==> src/rtl/fsi_pkg.sv <==
// Package: constants for the synthesizer init sequencer host controller
package fsi_pkg;
    // Avalon register map (byte addresses)
    localparam logic [3:0] REG_CTRL = 4'h0;
    localparam logic [3:0] REG_STATUS = 4'h4;
    localparam logic [3:0] REG_FREQ = 4'h8;
    localparam logic [3:0] REG_MODE = 4'hC;
    // Control fields
    localparam int CTRL_START_BIT = 0;
    localparam int CTRL_VARB_BIT = 1;
    localparam int CTRL_DITHER_BIT = 2;
    localparam int CTRL_HOP_BIT = 3;
    localparam int MOD_LSB = 16;
    localparam logic [11:0] MOD_MIN = 12'h00D;
    localparam logic [11:0] MOD_MIN_DITHER = 12'h032;
    localparam logic [11:0] MOD_RESET = 12'h041;
    // Word widths on the serial link
    localparam int WORD_W = 24;
    localparam logic [4:0] WLEN8 = 5'h08;
    localparam logic [4:0] WLEN16 = 5'h10;
    localparam logic [4:0] WLEN24 = 5'h18;
    // Sequence words
    localparam logic [23:0] W_PD_ALL = 24'h0000FD;
    localparam logic [23:0] W_FUNC_GND = 24'h00005B;
    localparam logic [23:0] W_TEST_CLR = 24'h000007;
    localparam logic [23:0] W_MODE_INIT = 24'h00000E;
    localparam logic [23:0] W_MODE_A = 24'h00900E;
    localparam logic [23:0] W_MODE_B = 24'h00000E;
    localparam logic [23:0] W_TMR_SW12 = 24'h004464;
    localparam logic [23:0] W_TMR_SW3 = 24'h00446C;
    localparam logic [23:0] W_TMR_ICP = 24'h004394;
    localparam logic [23:0] W_PHASE = 24'h0000D2;
    localparam logic [23:0] W_DIVCFG = 24'h520209;
    localparam logic [23:0] W_FREQ_DEF = 24'h480140;
    localparam logic [23:0] W_FUNC_REL = 24'h00007B;
    localparam logic [23:0] W_PD_CLR = 24'h000005;
    localparam logic [3:0] DITHER_CODE = 4'h3;
    localparam int MODE_DIT_LSB = 12;
    // Timing
    localparam real CLK_MHZ = 125.0;
    localparam real WAIT_MS = 10.0;
    localparam int WAIT_CYC = int'(WAIT_MS * 1000.0 * CLK_MHZ);
    localparam logic [7:0] SCLK_HALF = 8'h0A;
    // Steps
    typedef enum logic [3:0] {
        ST_PD_ALL, ST_FUNC_GND, ST_TEST, ST_MODE0, ST_MODE5, ST_TMR1, ST_TMR2, ST_TMR3,
        ST_PHASE, ST_DIV, ST_FREQ1, ST_FUNC_REL, ST_PD_CLR, ST_FREQ2, ST_DITHER, ST_NONE
    } fsi_step_t;
endpackage

==> src/rtl/fsi_divider.sv <==
// Enable pulse divider for the serial clock rate
`timescale 1ns/100ps
`default_nettype none
module fsi_divider
    import fsi_pkg::*;
#(
    parameter logic [7:0] HALF = SCLK_HALF
) (
    input wire logic i_mclk,  // System clock
    input wire logic i_rst_n, // Async reset
    input wire logic i_run,   // Divider enable
    output logic o_tick       // One-cycle enable
);
    logic [7:0] cnt_r;
    always_ff @(posedge i_mclk or negedge i_rst_n) begin
        if (!i_rst_n) begin
            cnt_r <= 8'h00;
        end else if (!i_run || cnt_r == HALF - 8'h01) begin
            cnt_r <= 8'h00;
        end else begin
            cnt_r <= cnt_r + 8'h01;
        end
    end
    assign o_tick = i_run && (cnt_r == HALF - 8'h01);
endmodule
`default_nettype wire

==> src/rtl/fsi_host.sv <==
// Host controller: runs the synthesizer power-up sequence over the 3-wire link
// ----------------------------------------------------------------
// ----------------------------------------------------------------
`timescale 1ns/100ps
`default_nettype none
module fsi_host
    import fsi_pkg::*;
#(
    parameter int WAIT_CYCLES = WAIT_CYC // Discharge wait in clock cycles
) (
    input wire logic i_mclk,                // 125 MHz system clock
    input wire logic i_rst_n,               // Async reset, active low
    input wire logic [3:0] i_avs_address,   // Avalon byte address
    input wire logic i_avs_read,            // Avalon read
    input wire logic i_avs_write,           // Avalon write
    input wire logic [31:0] i_avs_writedata, // Avalon write data
    output logic [31:0] o_avs_readdata,     // Avalon read data
    output logic o_avs_waitrequest,         // Avalon wait request
    input wire logic i_lock_detect,         // Diagnostic output from device
    output logic o_sclk,                    // Serial clock to device
    output logic o_sdata,                   // Serial data to device
    output logic o_word_latch_strobe        // Word latch strobe to device
);
    // ----------------------------------------------------------------
    // Register file
    // ----------------------------------------------------------------
    logic ctrl_varb_r, ctrl_dither_r, start_r, hop_r, ack_r, mod_err_r;
    logic [11:0] mod_r;
    logic [WORD_W-1:0] freq_r;
    logic [15:0] mode_r;
    logic busy, done_r;
    logic ld_s1_r, ld_s2_r;
    fsi_step_t step_r;

    function automatic logic mod_ok(input logic [11:0] m, input logic dith);
        mod_ok = (m >= MOD_MIN) && (!dith || m >= MOD_MIN_DITHER);
    endfunction

    // Single-cycle waitrequest: each access is answered on the cycle after it is seen
    assign o_avs_waitrequest = (i_avs_read || i_avs_write) && !ack_r;

    always_ff @(posedge i_mclk or negedge i_rst_n) begin
        if (!i_rst_n) begin
            ack_r <= 1'b0;
        end else begin
            ack_r <= (i_avs_read || i_avs_write) && !ack_r;
        end
    end

    always_ff @(posedge i_mclk or negedge i_rst_n) begin
        if (!i_rst_n) begin
            ctrl_varb_r <= 1'b0;
            ctrl_dither_r <= 1'b0;
            mod_r <= MOD_RESET;
            freq_r <= W_FREQ_DEF;
            mode_r <= 16'h0000;
            start_r <= 1'b0;
            hop_r <= 1'b0;
            mod_err_r <= 1'b0;
        end else begin
            if (step_r == ST_PD_ALL && busy) begin
                start_r <= 1'b0;
            end
            // Hop request consumed once its frequency write is under way
            if (step_r == ST_FREQ2 && busy) begin
                hop_r <= 1'b0;
            end
            if (i_avs_write && ack_r) begin
                unique case (i_avs_address)
                    REG_CTRL: begin
                        if (i_avs_writedata[CTRL_START_BIT] && !busy) begin
                            if (mod_ok(i_avs_writedata[MOD_LSB +: 12], i_avs_writedata[CTRL_DITHER_BIT])) begin
                                start_r <= 1'b1;
                                mod_err_r <= 1'b0;
                            end else begin
                                mod_err_r <= 1'b1;
                            end
                        end
                        if (i_avs_writedata[CTRL_HOP_BIT] && !busy) begin
                            hop_r <= 1'b1;
                        end
                        ctrl_varb_r <= i_avs_writedata[CTRL_VARB_BIT];
                        ctrl_dither_r <= i_avs_writedata[CTRL_DITHER_BIT];
                        mod_r <= i_avs_writedata[MOD_LSB +: 12];
                    end
                    REG_FREQ: freq_r <= i_avs_writedata[WORD_W-1:0];
                    REG_MODE: mode_r <= i_avs_writedata[15:0];
                    default: ;
                endcase
            end
        end
    end

    always_ff @(posedge i_mclk or negedge i_rst_n) begin
        if (!i_rst_n) begin
            o_avs_readdata <= 32'h0000_0000;
        end else if (i_avs_read && !ack_r) begin
            unique case (i_avs_address)
                REG_CTRL: o_avs_readdata <= {4'h0, mod_r, 12'h000, hop_r, ctrl_dither_r, ctrl_varb_r, start_r};
                REG_STATUS: o_avs_readdata <= {26'h0, ld_s2_r, mod_err_r, 1'b0, done_r, busy, 1'b0} | {28'h0, step_r};
                REG_FREQ: o_avs_readdata <= {8'h00, freq_r};
                REG_MODE: o_avs_readdata <= {16'h0000, mode_r};
                default: o_avs_readdata <= 32'h0000_0000;
            endcase
        end
    end

    // Lock detect pin synchroniser
    always_ff @(posedge i_mclk or negedge i_rst_n) begin
        if (!i_rst_n) begin
            ld_s1_r <= 1'b0;
            ld_s2_r <= 1'b0;
        end else begin
            ld_s1_r <= i_lock_detect;
            ld_s2_r <= ld_s1_r;
        end
    end

    // ----------------------------------------------------------------
    // Sequencer
    // ----------------------------------------------------------------
    typedef enum logic [1:0] {SQ_IDLE, SQ_SEND, SQ_WAIT, SQ_PAUSE} fsi_sq_t;
    fsi_sq_t sq_r;
    logic [31:0] wait_r;
    logic go_r, sh_busy, sh_done, tick;
    logic [WORD_W-1:0] word;
    logic [4:0] len;

    // Step words in the fixed power-up order
    always_comb begin
        word = W_PD_ALL;
        len = WLEN8;
        unique case (step_r)
            ST_PD_ALL: begin word = W_PD_ALL; len = WLEN8; end
            ST_FUNC_GND: begin word = W_FUNC_GND; len = WLEN16; end
            ST_TEST: begin word = W_TEST_CLR; len = WLEN16; end
            ST_MODE0: begin word = W_MODE_INIT; len = WLEN16; end
            ST_MODE5: begin word = ctrl_varb_r ? W_MODE_B : W_MODE_A; len = WLEN16; end
            ST_TMR1: begin word = W_TMR_SW12; len = WLEN24; end
            ST_TMR2: begin word = W_TMR_SW3; len = WLEN24; end
            ST_TMR3: begin word = W_TMR_ICP; len = WLEN24; end
            ST_PHASE: begin word = W_PHASE; len = WLEN16; end
            ST_DIV: begin word = {W_DIVCFG[23:15], mod_r, W_DIVCFG[2:0]}; len = WLEN24; end
            ST_FREQ1: begin word = freq_r; len = WLEN24; end
            ST_FUNC_REL: begin word = W_FUNC_REL; len = WLEN16; end
            ST_PD_CLR: begin word = W_PD_CLR; len = WLEN8; end
            ST_FREQ2: begin word = freq_r; len = WLEN24; end
            ST_DITHER: begin
                word = {8'h00, DITHER_CODE, mode_r[MODE_DIT_LSB-1:0]};
                len = WLEN16;
            end
            ST_NONE: begin word = W_PD_ALL; len = WLEN8; end
        endcase
    end

    always_ff @(posedge i_mclk or negedge i_rst_n) begin
        if (!i_rst_n) begin
            sq_r <= SQ_IDLE;
            step_r <= ST_NONE;
            go_r <= 1'b0;
            wait_r <= 32'h0;
            done_r <= 1'b0;
        end else begin
            go_r <= 1'b0;
            unique case (sq_r)
                SQ_IDLE: begin
                    if (start_r) begin
                        step_r <= ST_PD_ALL;
                        go_r <= 1'b1;
                        done_r <= 1'b0;
                        sq_r <= SQ_SEND;
                    end else if (hop_r && done_r) begin
                        step_r <= ST_FREQ2;
                        go_r <= 1'b1;
                        sq_r <= SQ_SEND;
                    end
                end
                SQ_SEND: begin
                    if (!go_r) begin
                        sq_r <= SQ_WAIT;
                    end
                end
                SQ_WAIT: begin
                    if (sh_done) begin
                        if (step_r == ST_FUNC_GND) begin
                            wait_r <= 32'(WAIT_CYCLES);
                            sq_r <= SQ_PAUSE;
                        end else if (step_r == ST_FREQ2 && done_r) begin
                            step_r <= ST_NONE;
                            sq_r <= SQ_IDLE;
                        end else if (step_r == ST_FREQ2 && ctrl_dither_r) begin
                            step_r <= ST_DITHER;
                            go_r <= 1'b1;
                            sq_r <= SQ_SEND;
                        end else if (step_r == ST_FREQ2 || step_r == ST_DITHER) begin
                            step_r <= ST_NONE;
                            done_r <= 1'b1;
                            sq_r <= SQ_IDLE;
                        end else begin
                            step_r <= fsi_step_t'(step_r + 4'h1);
                            go_r <= 1'b1;
                            sq_r <= SQ_SEND;
                        end
                    end
                end
                SQ_PAUSE: begin
                    if (wait_r <= 32'h1) begin
                        step_r <= ST_TEST;
                        go_r <= 1'b1;
                        sq_r <= SQ_SEND;
                    end else begin
                        wait_r <= wait_r - 32'h1;
                    end
                end
            endcase
        end
    end
    assign busy = (sq_r != SQ_IDLE) || sh_busy;

    // ----------------------------------------------------------------
    // Serial link
    // ----------------------------------------------------------------
    fsi_divider u_div (
        .i_mclk(i_mclk),
        .i_rst_n(i_rst_n),
        .i_run(sh_busy),
        .o_tick(tick)
    );

    fsi_shifter u_sh (
        .i_mclk(i_mclk),
        .i_rst_n(i_rst_n),
        .i_tick(tick),
        .i_go(go_r),
        .i_word(word),
        .i_len(len),
        .o_busy(sh_busy),
        .o_done(sh_done),
        .o_sclk(o_sclk),
        .o_sdata(o_sdata),
        .o_strobe(o_word_latch_strobe)
    );
endmodule
`default_nettype wire

==> src/rtl/fsi_shifter.sv <==
// Serial word shifter: MSB first, strobe pulse after last bit
`timescale 1ns/100ps
`default_nettype none
module fsi_shifter
    import fsi_pkg::*;
(
    input wire logic i_mclk,              // System clock
    input wire logic i_rst_n,             // Async reset
    input wire logic i_tick,              // Half-period enable
    input wire logic i_go,                // Start one word
    input wire logic [WORD_W-1:0] i_word, // Word, right aligned
    input wire logic [4:0] i_len,         // Bit count
    output logic o_busy,                  // Word in flight
    output logic o_done,                  // One-cycle completion
    output logic o_sclk,                  // Serial clock
    output logic o_sdata,                 // Serial data
    output logic o_strobe                 // Word latch strobe
);
    typedef enum logic [1:0] {SH_IDLE, SH_LOW, SH_HIGH, SH_STRB} fsi_sh_t;
    fsi_sh_t st_r;
    logic [WORD_W-1:0] sr_r;
    logic [4:0] left_r;
    always_ff @(posedge i_mclk or negedge i_rst_n) begin
        if (!i_rst_n) begin
            st_r <= SH_IDLE;
            sr_r <= '0;
            left_r <= 5'h00;
            o_sclk <= 1'b0;
            o_sdata <= 1'b0;
            o_strobe <= 1'b0;
            o_done <= 1'b0;
        end else begin
            o_done <= 1'b0;
            unique case (st_r)
                SH_IDLE: begin
                    if (i_go) begin
                        // Left align so MSB leaves first
                        sr_r <= i_word << (5'(WORD_W) - i_len);
                        left_r <= i_len;
                        st_r <= SH_LOW;
                    end
                end
                SH_LOW: begin
                    if (i_tick) begin
                        o_sdata <= sr_r[WORD_W-1];
                        sr_r <= {sr_r[WORD_W-2:0], 1'b0};
                        left_r <= left_r - 5'h01;
                        o_sclk <= 1'b0;
                        st_r <= SH_HIGH;
                    end
                end
                SH_HIGH: begin
                    if (i_tick) begin
                        o_sclk <= 1'b1;
                        st_r <= (left_r == 5'h00) ? SH_STRB : SH_LOW;
                    end
                end
                SH_STRB: begin
                    if (i_tick) begin
                        // Strobe only after the whole word is in
                        o_sclk <= 1'b0;
                        o_strobe <= ~o_strobe;
                        if (o_strobe) begin
                            st_r <= SH_IDLE;
                            o_done <= 1'b1;
                        end
                    end
                end
            endcase
        end
    end
    assign o_busy = (st_r != SH_IDLE);
endmodule
`default_nettype wire
==> config.mk <==
export PLATFORM = sky130hd
export DESIGN_NAME = fsi_host
export DESIGN_NICKNAME = d
export VERILOG_FILES = /design/src/rtl/fsi_pkg.sv /design/src/rtl/fsi_divider.sv /design/src/rtl/fsi_host.sv /design/src/rtl/fsi_shifter.sv
export SDC_FILE = /design/constraint.sdc
export NUM_CORES = 1
export LEC_CHECK = 0
export BUFFER_PORTS_ARGS = -buffer_cell sky130_fd_sc_hd__buf_2
export CORE_MARGIN = 3
export CORE_UTILIZATION = 60
export DETAILED_ROUTE_END_ITERATION = 10
export PLACE_DENSITY = 0.8
export SETUP_SLACK_MARGIN = 0.1
export SLEW_MARGIN = 20
export SYNTH_ARGS = -nofsm -noshare
export SYNTH_HDL_FRONTEND = slang
export SYNTH_SLANG_ARGS = --single-unit
==> constraint.sdc <==
create_clock -name i_mclk -period 3.6 [get_ports i_mclk]
set_clock_uncertainty 0.05 [all_clocks]
set_input_delay 0.18 -clock i_mclk [delete_from_list [all_inputs] [get_ports i_mclk]]
set_output_delay 0.18 -clock i_mclk [all_outputs]
set_load 0.02 [all_outputs]
==> insert_results.sql, run 1 <==
INSERT INTO impl_metrics (metric_group, metric, value, unit) VALUES
('grt', 'antenna_found_initial', '0', ''),
('min_path', 'timing.hold.worst.start', 'i_avs_write', ''),
('finish', 'multiInputGateArea', '4360', 'um2'),
('critical_path', 'crit_chain', 'inv_1, ha_1, mux2_2, and2_1, a222oi_1, nor2b_1, o22ai_1, o22ai_1', ''),
('placement', 'place_congestion', '0.958', ''),
('route', 'postRouteAntennaNets', '0', ''),
('sta', 'clock.fmax', '322', 'MHz'),
('route', 'routed-via-count', '7637', ''),
('yosys', 'seq_area_frac_synth', '47.9', '%'),
('grt', 'first_pass_grt_wire_length', '37.2', 'mm'),
('clocking', 'clock-root-buffer', 'sky130_fd_sc_hd__clkbuf_16', ''),
('grt', 'global_route.usage.total', '28.1', '%'),
('route', 'dr.first_iter.drc_count', '909', ''),
('grt', 'grt_pass1_vias', '7153', ''),
('route', 'post-route-drc-count', '0', ''),
('clocking', 'cts_resized', '0', ''),
('critical_path', 'arrival', '3.37', 'ns'),
('grt', 'globalRoute.totalOverflow', '0', ''),
('floorplan', 'placement_rows', '44', ''),
('sta', 'tns', '0', 'ns'),
('yosys', 'postSynth.topFlopCell', 'sky130_fd_sc_hd__dfrtp_1', ''),
('clocking', 'clock_tree.htree_level_count', '4', ''),
('power', 'power.density', '656', 'nW/um2'),
('floorplan', 'floorplan.initialDensity', '61.4', '%'),
('min_path', 'timing.hold.worst_path_depth', '3', ''),
('yosys', 'netlist_instances', '922', ''),
('finish', 'fillerInstances', '1027', ''),
('critical_path', 'worstPathMaxFanout', '21', ''),
('floorplan', 'die_height', '128', 'um'),
('finish', 'final_nets', '1058', ''),
('sta', 'worst_slew_pin_slew', '0.920', 'ns'),
('sta', 'timing.final.hold_violations', '0', ''),
('floorplan', 'fp.coreArea', '14600', 'um2'),
('power', 'power.ir.vdd_worst', '0.480', 'mV'),
('finish', 'commonest_cells_after_routing_fill_and_taps_aside', 'sky130_fd_sc_hd__dfrtp_1 (161), sky130_fd_sc_hd__nor2_1 (93), sky130_fd_sc_hd__nand2_1 (78), sky130_fd_sc_hd__buf_2 (67), sky130_fd_sc_hd__o21ai_0 (65)', ''),
('power', 'p_seq_share', '39.9', '%'),
('yosys', 'async_reset_ff_share', '100', '%'),
('flow_run', 'drv_cap', '0', ''),
('status', 'outcome', 'finished, final reports clean', ''),
('min_path', 'min_delay_worst_endpoint', 'ack_r$_DFF_PN0_', ''),
('critical_path', 'startpoint_class_of_the_critical_path', 'flip-flop', ''),
('sta', 'report.final.slew_viol_count', '0', ''),
('clocking', 'num_cts_buffers', '17', ''),
('clocking', 'number_of_clock_sinks', '171', ''),
('yosys', 'largest_area_contributor_in_the_synthesized_netlist', 'sky130_fd_sc_hd__dfrtp_1', ''),
('floorplan', 'floorplan.die.width', '128', 'um'),
('yosys', 'synth_cell_types', '72', ''),
('critical_path', 'timing.reg2reg.setup_slack', '0.49', 'ns'),
('yosys', 'synth.top_cell.area_share', '45.0', '%'),
('yosys', 'synth_area', '8960', 'um2'),
('finish', 'antenna_cells', '0', ''),
('yosys', 'synth_edf_count', '0', ''),
('finish', 'post_route_cells_drive_above_1_share', '20.0', '%'),
('grt', 'grt_start_max_net_pins', '100', ''),
('power', 'net-switching-power', '2640', 'uW'),
('critical_path', 'cpMostUsedCell', 'sky130_fd_sc_hd__o22ai_1', ''),
('route', 'routed_wl', '22.8', 'mm'),
('critical_path', 'r2r_start', 'step_r[1]$_DFFE_PN1P_', ''),
('sta', 'layout_min_cycle_time', '3.11', 'ns'),
('finish', 'final_util', '71.3', '%'),
('clocking', 'post-cts-setup-buffers', '0', ''),
('power', 'clkPwrFrac', '27.6', '%'),
('placement', 'dp.final_hpwl', '15.1', 'mm'),
('route', 'avgViaCountPerCell', '6.36', ''),
('critical_path', 'endpoint_kind', 'flip-flop', ''),
('floorplan', 'die_area', '16400', 'um2'),
('yosys', 'yosys-top-cells-area', 'sky130_fd_sc_hd__dfrtp_1 (45%), sky130_fd_sc_hd__mux2_2 (7.2%), sky130_fd_sc_hd__nor2_1 (3.9%)', ''),
('yosys', 'post_synth.cell_area_avg', '9.72', 'um2'),
('route', 'wire_per_inst', '19.0', 'um'),
('clocking', 'clk_pin_slew_worst_paths', '0.07', 'ns'),
('critical_path', 'cpMaxStageDelayCell', 'sky130_fd_sc_hd__a222oi_1', '');
[cells by family (layout without fill, tap and decap cells)]
family,Yosys count,in the layout,share of synthesized area [%]
other,1,4,0.0419
adder cells (fa/ha/maj),14,14,1.96
flip-flops,171,171,47.9
buffers and inverters,81,172,3.67
AND/OR/NAND/NOR,316,316,17.9
multiplexers,64,64,7.95
XOR/XNOR,29,29,2.83
AO/OA/AOI/OAI,246,246,17.7
[registers in the layout, indices dropped and copies added, names as in the netlist, 2 cells and up]
register / count
wait_r: 32
step_r: 4
o_avs_readdata: 28
sq_r: 2
mod_r: 12
u_sh.sr_r: 24
u_div.cnt_r: 8
freq_r: 24
u_sh.left_r: 5
mode_r: 16
u_sh.st_r: 2
[stage by stage]
step	setup slack [ns]	std cells	power, uW	cell area (um2)	hold slack [ns]
floorplan	0.993	925	4210	8970	-0.166
global placement	0.710	1138	4790	9490	0.238
detailed placement	0.684	1138	4850	9490	0.240
CTS	0.677	1200	6780	10400	0.00159
global route	0.297	1200	7200	10400	0.0315
finish	0.492	1200	6830	10400	0.0164
[per-layer routing]
metal,GRT usage (%),part of all wire [%],vias up
met5,0,0,-
met1,41.5,45,3731
met4,6.55,1.8,0
met3,6.33,7.9,47
met2,42.6,46,333
li1,-,-,3526
[power by group through the flow]
stage / combinational, uW / sequential [uW] / clock (uW)
2_1_floorplan: 1650 / 2560 / 0
3_3_place_gp: 2070 / 2720 / 0
3_5_place_dp: 2120 / 2730 / 0
4_1_cts: 2170 / 2700 / 1910
5_1_grt: 2440 / 2760 / 1990
6_report: 2220 / 2720 / 1890
[cells in the mapped netlist (7+ instances only)]
library cell	n
sky130_fd_sc_hd__xor2_1	24
sky130_fd_sc_hd__nand3_1	27
sky130_fd_sc_hd__nor2_1	93
sky130_fd_sc_hd__ha_1	14
sky130_fd_sc_hd__nand4_1	9
sky130_fd_sc_hd__inv_1	18
sky130_fd_sc_hd__dfrtp_1	161
sky130_fd_sc_hd__and3_1	17
sky130_fd_sc_hd__mux2i_1	7
sky130_fd_sc_hd__nand2b_1	9
sky130_fd_sc_hd__dfstp_2	10
sky130_fd_sc_hd__nor2b_1	12
sky130_fd_sc_hd__a31oi_1	17
sky130_fd_sc_hd__o21ai_0	65
sky130_fd_sc_hd__mux2_2	57
sky130_fd_sc_hd__a21oi_1	55
sky130_fd_sc_hd__a221oi_1	16
sky130_fd_sc_hd__clkbuf_1	51
sky130_fd_sc_hd__nor4_1	8
sky130_fd_sc_hd__nand2_1	78
sky130_fd_sc_hd__nor3_1	17
sky130_fd_sc_hd__a211oi_1	9
sky130_fd_sc_hd__or3_1	9
sky130_fd_sc_hd__a22oi_1	25
[critical path, delay by kind of cell (launching register included)]
family	cells	cell delay [ns]
muxes	1	0.34
adders and majority gates	1	0.35
AOI/OAI and AO/OA	3	1.07
and+or+nand+nor	2	0.50
buffers and inverters	1	0.08
DFF	1	0.58
[how the worst max path moves through the flow]
stage	start	endpoint	slack [ns]	cells past startpoint
finish	step_r[1]$_DFFE_PN1P_	u_sh.sr_r[11]$_DFFE_PN0P_	0.49	8
global route	step_r[1]$_DFFE_PN1P_	u_sh.sr_r[11]$_DFFE_PN0P_	0.30	8
CTS	step_r[1]$_DFFE_PN1P_	u_sh.sr_r[11]$_DFFE_PN0P_	0.68	8
detailed placement	step_r[1]$_DFFE_PN1P_	u_sh.sr_r[11]$_DFFE_PN0P_	0.68	8
global placement	step_r[1]$_DFFE_PN1P_	u_sh.sr_r[11]$_DFFE_PN0P_	0.71	8
floorplan	step_r[0]$_DFFE_PN1P_	u_sh.sr_r[14]$_DFFE_PN0P_	0.99	8
[cell type report]
cell class / instances / area share [%]
clock buffer: 17 / 4.09
clock inverter: 15 / 1.83
inverter: 19 / 0.686
multi-input combinational: 673 / 41.9
sequential: 171 / 41.3
tap: 184 / 2.21
timing repair buffer: 121 / 8.00
[repair_timing]
action | in CTS | in global routing
endpoints found under the hold margin | 145 | 0
hold buffers | 30 | 0
endpoints found under the setup margin | 0 | 0
Power figures use the tool's default switching activity.
==> inputs of run 2 (changes only) <==
Settings changed: CORE_UTILIZATION 60 to 65, PLACE_DENSITY 0.8 to 0.86, RECOVER_POWER from default to 25.
Clock period 3.6 ns to 3.9 ns, I/O delays scaled along.
==> run 2 against run 1 <==
Net effect: the run now ends with capacitance limit, slew limit left; wire length about the same; final area decreased by 1.6%; die area decreased by 7.3%; fmax decreased by 7.3%; core utilization increased by 5.4 points; sequential share of layout area increased by 0.65 points; clock power decreased by 16%; setup slack improved by 0.057 ns; critical path type unchanged; highest routed layer unchanged.
==> insert_results.sql, run 2 (synthesis gave the netlist of run 1 again) <==
INSERT INTO impl_metrics (metric_group, metric, value, unit) VALUES
('status', 'outcome', 'complete, but fails checks', ''),
('status', 'violations', 'capacitance limit, slew limit', ''),
('placement', 'pre_cts_ws', '0.672', 'ns'),
('power', 'clkPwrFrac', '25.9', '%'),
('clocking', 'clock-root-buffer', 'sky130_fd_sc_hd__clkbuf_16', ''),
('grt', 'global_route.usage.total', '30.6', '%'),
('finish', 'biggestRegsByFlops', 'wait_r (32), o_avs_readdata (28)', ''),
('sta', 'tns', '0', 'ns'),
('clocking', 'clockBufferDepth', '2', ''),
('critical_path', 'startpoint_class_of_the_critical_path', 'flip-flop', ''),
('sta', 'finalWorstSetupSlack', '0.550', 'ns'),
('critical_path', 'required', '4.16', 'ns'),
('floorplan', 'floorplan.initialDensity', '67.1', '%'),
('sta', 'slew-limit-headroom', '-56.4', '%'),
('grt', 'grt_start_max_net_pins', '97', ''),
('grt', 'antenna_found_initial', '0', ''),
('power', 'swShare', '38.9', '%'),
('route', 'routed_wl', '22.8', 'mm'),
('clocking', 'tritoncts', 'done', ''),
('finish', 'area.sequential', '4290', 'um2'),
('clocking', 'clk_latency', '0.44', 'ns'),
('critical_path', 'arrival', '3.61', 'ns'),
('critical_path', 'cpMaxStageDelayCell', 'sky130_fd_sc_hd__dfstp_2', ''),
('finish', 'max_flop_register', 'wait_r', ''),
('clocking', 'post-cts-setup-buffers', '0', ''),
('sta', 'report.final.slew_viol_count', '96', ''),
('floorplan', 'die_height', '123', 'um'),
('finish', 'largest_register_ff_count', '32', ''),
('flow_run', 'drv_cap', '1', ''),
('floorplan', 'fp.coreArea', '13300', 'um2'),
('finish', 'area_growth_syn_to_layout', '14.3', '%'),
('power', 'net-switching-power', '2380', 'uW'),
('floorplan', 'io_count', '77', ''),
('power', 'p_seq_share', '41.2', '%'),
('floorplan', 'placement_rows', '42', ''),
('clocking', 'number_of_clock_sinks', '171', ''),
('power', 'power_leakage', '0.00449', 'uW'),
('finish', 'most_common_library_cell_in_the_layout_ignoring_fill_and_taps', 'sky130_fd_sc_hd__dfrtp_1', ''),
('sta', 'setup_repair_after_global_routing_missed_its_margin', 'false', ''),
('route', 'dr.first_iter.drc_count', '1037', ''),
('grt', 'first_pass_grt_wire_length', '36.6', 'mm'),
('placement', 'dp.final_hpwl', '14.9', 'mm'),
('clocking', 'num_cts_buffers', '17', ''),
('route', 'wire_per_inst', '19.3', 'um'),
('critical_path', 'endpoint_kind', 'flip-flop', ''),
('route', 'postRouteAntennaNets', '0', ''),
('finish', 'fillerInstances', '908', ''),
('route', 'detailed_routing_iteration_count_for_the_pre_antenna_repair_pass', '7', ''),
('sta', 'layout_min_cycle_time', '3.35', 'ns'),
('critical_path', 'timing.setup.critical_path_class', 'flip-flop to flip-flop', ''),
('clocking', 'cts_hold_buf', '27', ''),
('critical_path', 'max_stage_delay', '0.94', 'ns'),
('finish', 'post_route_cells_drive_above_1_share', '19.3', '%'),
('sta', 'clock.fmax', '298', 'MHz'),
('clocking', 'clk_pin_slew_worst_paths', '0.07', 'ns'),
('grt', 'globalRoute.totalOverflow', '0', ''),
('floorplan', 'die_area', '15200', 'um2'),
('power', 'power.ir.vdd_worst', '0.470', 'mV'),
('finish', 'final_nets', '1049', ''),
('critical_path', 'worstPathMaxFanout', '38', ''),
('sta', 'worst_hold_slack', '0.00862', 'ns'),
('grt', 'grt_pass1_vias', '7266', ''),
('finish', 'commonest_cells_after_routing_fill_and_taps_aside', 'sky130_fd_sc_hd__dfrtp_1 (161), sky130_fd_sc_hd__nor2_1 (93), sky130_fd_sc_hd__nand2_1 (78), sky130_fd_sc_hd__o21ai_0 (65), sky130_fd_sc_hd__buf_2 (65)', ''),
('power', 'power.combinational.fraction', '33.0', '%'),
('sta', 'worst_slew_pin_slew', '2.35', 'ns'),
('route', 'routed-via-count', '7777', ''),
('critical_path', 'critPathTopFamily', 'compound AO/OA/AOI/OAI gates', ''),
('clocking', 'clock_tree.htree_level_count', '4', ''),
('min_path', 'worst_min_delay_path_class', 'input pin to flip-flop', ''),
('sta', 'timing.final.hold_violations', '0', ''),
('route', 'avgViaCountPerCell', '6.57', ''),
('power', 'internal_power', '3750', 'uW'),
('placement', 'place_congestion', '0.950', ''),
('finish', 'multiInputGateArea', '4360', 'um2'),
('finish', 'antenna_cells', '0', ''),
('placement', 'port_buffers', '68', ''),
('critical_path', 'worst-path-buf-inv', '1', ''),
('clocking', 'cts_resized', '0', ''),
('route', 'post-route-drc-count', '0', ''),
('sta', 'fin_crit_sh', '85.9', '%'),
('floorplan', 'floorplan.die.width', '123', 'um'),
('power', 'power.density', '599', 'nW/um2'),
('critical_path', 'crit_chain', 'nor3b_2, a31oi_1, inv_1, o21ai_1, nor3_1, or3b_2', ''),
('sta', 'setup_violations', '0', '');
-- run 2: path summary, 6_finish.rpt --
kind | cells past startpoint | to | from | slack (ns)
max in group asynchronous | 2 | freq_r[12]$_DFFE_PN0P_ | i_rst_n | 1.45
max | 6 | wait_r[4]$_DFFE_PN0P_ | step_r[3]$_DFFE_PN1P_ | 0.55
max reg2reg | 6 | wait_r[4]$_DFFE_PN0P_ | step_r[3]$_DFFE_PN1P_ | 0.55
min reg2reg | 0 | ld_s2_r$_DFF_PN0_ | ld_s1_r$_DFF_PN0_ | 0.31
min | 2 | mode_r[0]$_DFFE_PN0P_ | i_avs_writedata[0] | 0.009
min in group asynchronous | 2 | u_div.cnt_r[4]$_DFF_PN0_ | i_rst_n | 0.93
-- run 2: worst reg2reg max path, stage by stage, from the launching register on --
cell	delay, ns
sky130_fd_sc_hd__dfstp_2	0.94
sky130_fd_sc_hd__nor3b_2	0.20
sky130_fd_sc_hd__a31oi_1	0.89
sky130_fd_sc_hd__inv_1	0.22
sky130_fd_sc_hd__o21ai_1	0.37
sky130_fd_sc_hd__nor3_1	0.10
sky130_fd_sc_hd__or3b_2	0.45
-- run 2: cell type report --
cell class	count	area share (%)
clock inverters	14	1.09
clock buffers	18	4.29
inverters	19	0.696
well taps	176	2.15
multi-input cells	673	42.6
flip-flops and latches	171	41.9
repair buffers	112	7.27
-- run 2: metal layers --
metal | vias to the layer above | global-route usage, % | share of wire (%)
li1 | 3519 | - | -
met4 | 0 | 11.1 | 2.6
met3 | 68 | 7.78 | 8.6
met5 | - | 0 | 0
met2 | 419 | 46.3 | 47
met1 | 3771 | 42.9 | 41
-- run 2: power groups by stage --
stage	Sequential, uW	Clock (uW)	Combinational [uW]
after CTS	2500	1590	1970
after floorplan	2360	0	1520
after global routing	2570	1670	2210
after global placement	2510	0	1880
final	2530	1590	2020
after detailed placement	2530	0	1930
-- run 2: stage by stage --
| step | std cells | instance area [um2] | total power [uW] | utilization (%) |
|---|---|---|---|---|
| after global placement | 1124 | 9430 | 4390 | 70.7 |
| after detailed placement | 1124 | 9430 | 4460 | 70.7 |
| final | 1183 | 10200 | 6140 | 76.7 |
| after CTS | 1183 | 10300 | 6070 | 76.8 |
| after global routing | 1183 | 10200 | 6450 | 76.7 |
| after floorplan | 925 | 8970 | 3880 | - |
==> inputs of run 3 (changes only) <==
Settings changed: BUFFER_PORTS_ARGS -buffer_cell sky130_fd_sc_hd__buf_2 to default, DONT_BUFFER_PORTS from default to 1, GPL_TIMING_DRIVEN from default to 0, PLACE_DENSITY 0.86 to 0.81.
==> run 3 against run 2 <==
Net effect: the flow finishes with violations (hold timing); sequential cell count stayed put; core utilization down 0.97 points; first-iteration DRC count down 19%; global-route usage up 2.3 points; sequential share of layout area up 0.53 points; clock-buffer cell count up 4; die area unchanged; power up 2.8%; setup slack improved by 0.080 ns.
==> insert_results.sql, run 3 (synthesis gave the netlist of run 1 again) <==
INSERT INTO impl_metrics (metric_group, metric, value, unit) VALUES
('clocking', 'clk_pin_slew_worst_paths', '0.07', 'ns'),
('route', 'post-route-drc-count', '0', ''),
('sta', 'fin_crit_sh', '83.8', '%'),
('critical_path', 'required', '4.19', 'ns'),
('finish', 'fillerInstances', '949', ''),
('floorplan', 'fp.coreArea', '13300', 'um2'),
('clocking', 'tritoncts', 'done', ''),
('floorplan', 'floorplan.die.width', '123', 'um'),
('finish', 'commonest_cells_after_routing_fill_and_taps_aside', 'sky130_fd_sc_hd__dfrtp_1 (161), sky130_fd_sc_hd__nor2_1 (93), sky130_fd_sc_hd__nand2_1 (78), sky130_fd_sc_hd__o21ai_0 (65), sky130_fd_sc_hd__mux2_2 (57)', ''),
('critical_path', 'max_stage_delay', '0.57', 'ns'),
('route', 'detailed_routing_iteration_count_for_the_pre_antenna_repair_pass', '5', ''),
('power', 'power_leakage', '0.00424', 'uW'),
('floorplan', 'die_area', '15200', 'um2'),
('critical_path', 'startpoint_class_of_the_critical_path', 'flip-flop', ''),
('critical_path', 'cpMaxStageDelayCell', 'sky130_fd_sc_hd__dfstp_2', ''),
('finish', 'most_common_library_cell_in_the_layout_ignoring_fill_and_taps', 'sky130_fd_sc_hd__dfrtp_1', ''),
('critical_path', 'r2r_end', 'u_sh.sr_r[13]$_DFFE_PN0P_', ''),
('power', 'p_total', '6310', 'uW'),
('placement', 'place_congestion', '1.01', ''),
('min_path', 'worst_min_delay_path_class', 'input pin to async pin', ''),
('finish', 'area_growth_syn_to_layout', '12.9', '%'),
('finish', 'final_nets', '1031', ''),
('grt', 'globalRoute.totalOverflow', '0', ''),
('power', 'clkPwrFrac', '27.3', '%'),
('sta', 'setup_repair_after_global_routing_missed_its_margin', 'false', ''),
('floorplan', 'die_height', '123', 'um'),
('flow_run', 'drv_cap', '0', ''),
('grt', 'global_route.usage.total', '32.8', '%'),
('clocking', 'number_of_clock_sinks', '171', ''),
('grt', 'grt_pass1_vias', '7281', ''),
('floorplan', 'floorplan.initialDensity', '67.1', '%'),
('critical_path', 'crit_chain', 'inv_1, ha_1, clkbuf_1, nor2b_1, o211ai_1, o211a_1, clkbuf_1, clkbuf_1, nand4_1, a31oi_1', ''),
('placement', 'port_buffers', '0', ''),
('finish', 'biggestRegsByFlops', 'wait_r (32), o_avs_readdata (28)', ''),
('route', 'dr.first_iter.drc_count', '842', ''),
('sta', 'report.final.slew_viol_count', '0', ''),
('finish', 'largest_register_ff_count', '32', ''),
('status', 'outcome', 'complete, but fails checks', ''),
('critical_path', 'timing.reg2reg.setup_slack', '0.63', 'ns'),
('critical_path', 'timing.setup.critical_path_class', 'flip-flop to flip-flop', ''),
('grt', 'antenna_found_initial', '0', ''),
('grt', 'first_pass_grt_wire_length', '38.5', 'mm'),
('clocking', 'cts_hold_buf', '31', ''),
('route', 'routed_wl', '24.2', 'mm'),
('grt', 'grt_start_max_net_pins', '172', ''),
('critical_path', 'r2r_start', 'step_r[1]$_DFFE_PN1P_', ''),
('sta', 'timing.final.hold_violations', '171', ''),
('sta', 'worst_hold_slack', '-0.588', 'ns'),
('finish', 'antenna_cells', '0', ''),
('power', 'power.ir.vdd_worst', '0.537', 'mV'),
('sta', 'slew-limit-headroom', '21.5', '%'),
('critical_path', 'arrival', '3.56', 'ns'),
('sta', 'clock.fmax', '306', 'MHz'),
('power', 'net-switching-power', '2370', 'uW'),
('critical_path', 'endpoint_kind', 'flip-flop', ''),
('placement', 'dp.final_hpwl', '16.4', 'mm'),
('sta', 'tns', '0', 'ns'),
('power', 'swShare', '37.6', '%'),
('finish', 'postLayoutCellArea', '10100', 'um2'),
('power', 'power.density', '624', 'nW/um2'),
('power', 'power.combinational.fraction', '33.5', '%'),
('critical_path', 'worstPathMaxFanout', '10', ''),
('critical_path', 'ff2ff_path_depth', '10', ''),
('power', 'p_seq_share', '39.2', '%'),
('route', 'routed-via-count', '7702', ''),
('finish', 'post_route_cells_drive_above_1_share', '11.8', '%'),
('clocking', 'clockBufferDepth', '2', ''),
('route', 'postRouteAntennaNets', '0', ''),
('clocking', 'clk_latency', '0.43', 'ns'),
('floorplan', 'io_count', '77', ''),
('sta', 'setup_violations', '0', ''),
('status', 'violations', 'hold timing', ''),
('sta', 'layout_min_cycle_time', '3.27', 'ns'),
('clocking', 'post-cts-setup-buffers', '0', ''),
('clocking', 'clock-root-buffer', 'sky130_fd_sc_hd__clkbuf_16', ''),
('finish', 'max_flop_register', 'wait_r', ''),
('route', 'wire_per_inst', '20.8', 'um'),
('sta', 'worst_slew_pin_slew', '1.16', 'ns'),
('route', 'avgViaCountPerCell', '6.61', ''),
('clocking', 'num_cts_buffers', '17', ''),
('clocking', 'clock_tree.htree_level_count', '4', ''),
('critical_path', 'cpMostUsedCell', 'sky130_fd_sc_hd__clkbuf_1', ''),
('floorplan', 'placement_rows', '42', ''),
('placement', 'cell_area_after_placement', '9210', 'um2'),
('power', 'internal_power', '3940', 'uW');
==> run 3: cell count changes in the layout (fill, tap and decap cells not counted), sizes merged <==
cell	change
bufinv	+3
inv	-6
clkinvlp	-2
dlygate4sd3	+4
clkbuf	+51
clkinv	+1
buf	-69
==> run 3: metrics by stage <==
step                      worst slack, ns  util, %  instances  hold WS [ns]
after global routing                0.495     75.8       1165        -0.605
after detailed placement            0.855     69.0       1102        -0.144
final                               0.630     75.8       1165        -0.588
after floorplan                      1.29        -        925        -0.151
after CTS                           0.777     75.8       1165        -0.600
after global placement              0.771     68.9       1101        -0.145
==> run 3: layout make-up <==
class	instances	area, um2	area share [%]
multi-input combinational	673	4360	43.1
sequential	171	4290	42.4
clock buffer	22	454	4.49
tap	176	220	2.18
inverter	19	71.3	0.705
clock inverter	10	143	1.41
timing repair buffer	32	318	3.14
buffer	62	258	2.55
==> run 3: worst max-delay path by stage <==
stage | start | end | slack [ns]
global route | step_r[1]$_DFFE_PN1P_ | u_sh.sr_r[13]$_DFFE_PN0P_ | 0.49
global placement | i_avs_address[1] | mod_r[9]$_DFFE_PN0P_ | 0.77
CTS | step_r[1]$_DFFE_PN1P_ | u_sh.sr_r[13]$_DFFE_PN0P_ | 0.78
floorplan | step_r[0]$_DFFE_PN1P_ | u_sh.sr_r[14]$_DFFE_PN0P_ | 1.29
detailed placement | step_r[1]$_DFFE_PN1P_ | u_sh.sr_r[13]$_DFFE_PN0P_ | 0.85
finish | step_r[1]$_DFFE_PN1P_ | u_sh.sr_r[13]$_DFFE_PN0P_ | 0.63
==> run 3: what timing repair did <==
action	4_1_cts	5_1_grt
hold endpoints to repair	230	171
gates resized for setup	0	0
endpoints found under the setup margin	0	0
==> run 3: metal layers <==
metal / track usage [%] / share of wire, % / vias up
met5: 0 / 0 / -
met4: 11.5 / 2.4 / 0
met3: 9.56 / 10 / 53
met2: 48.4 / 45 / 419
met1: 46.6 / 42 / 3758
li1: - / - / 3472
==> run 3: critical path, delay by kind of cell (launching register included) <==
family / cells / cell delay [ns]
buffers and inverters: 4 / 1.14
AOI/OAI and AO/OA: 3 / 0.72
and+or+nand+nor: 2 / 0.48
DFF: 1 / 0.57
adders and majority gates: 1 / 0.22
==> run 3: power by group through the flow <==
stage / Clock [uW] / Sequential [uW] / Combinational (uW)
4_1_cts: 1730 / 2450 / 2040
5_1_grt: 1810 / 2510 / 2310
3_3_place_gp: 0 / 2460 / 1970
6_report: 1720 / 2470 / 2110
2_1_floorplan: 0 / 2360 / 1520
3_5_place_dp: 0 / 2470 / 1990
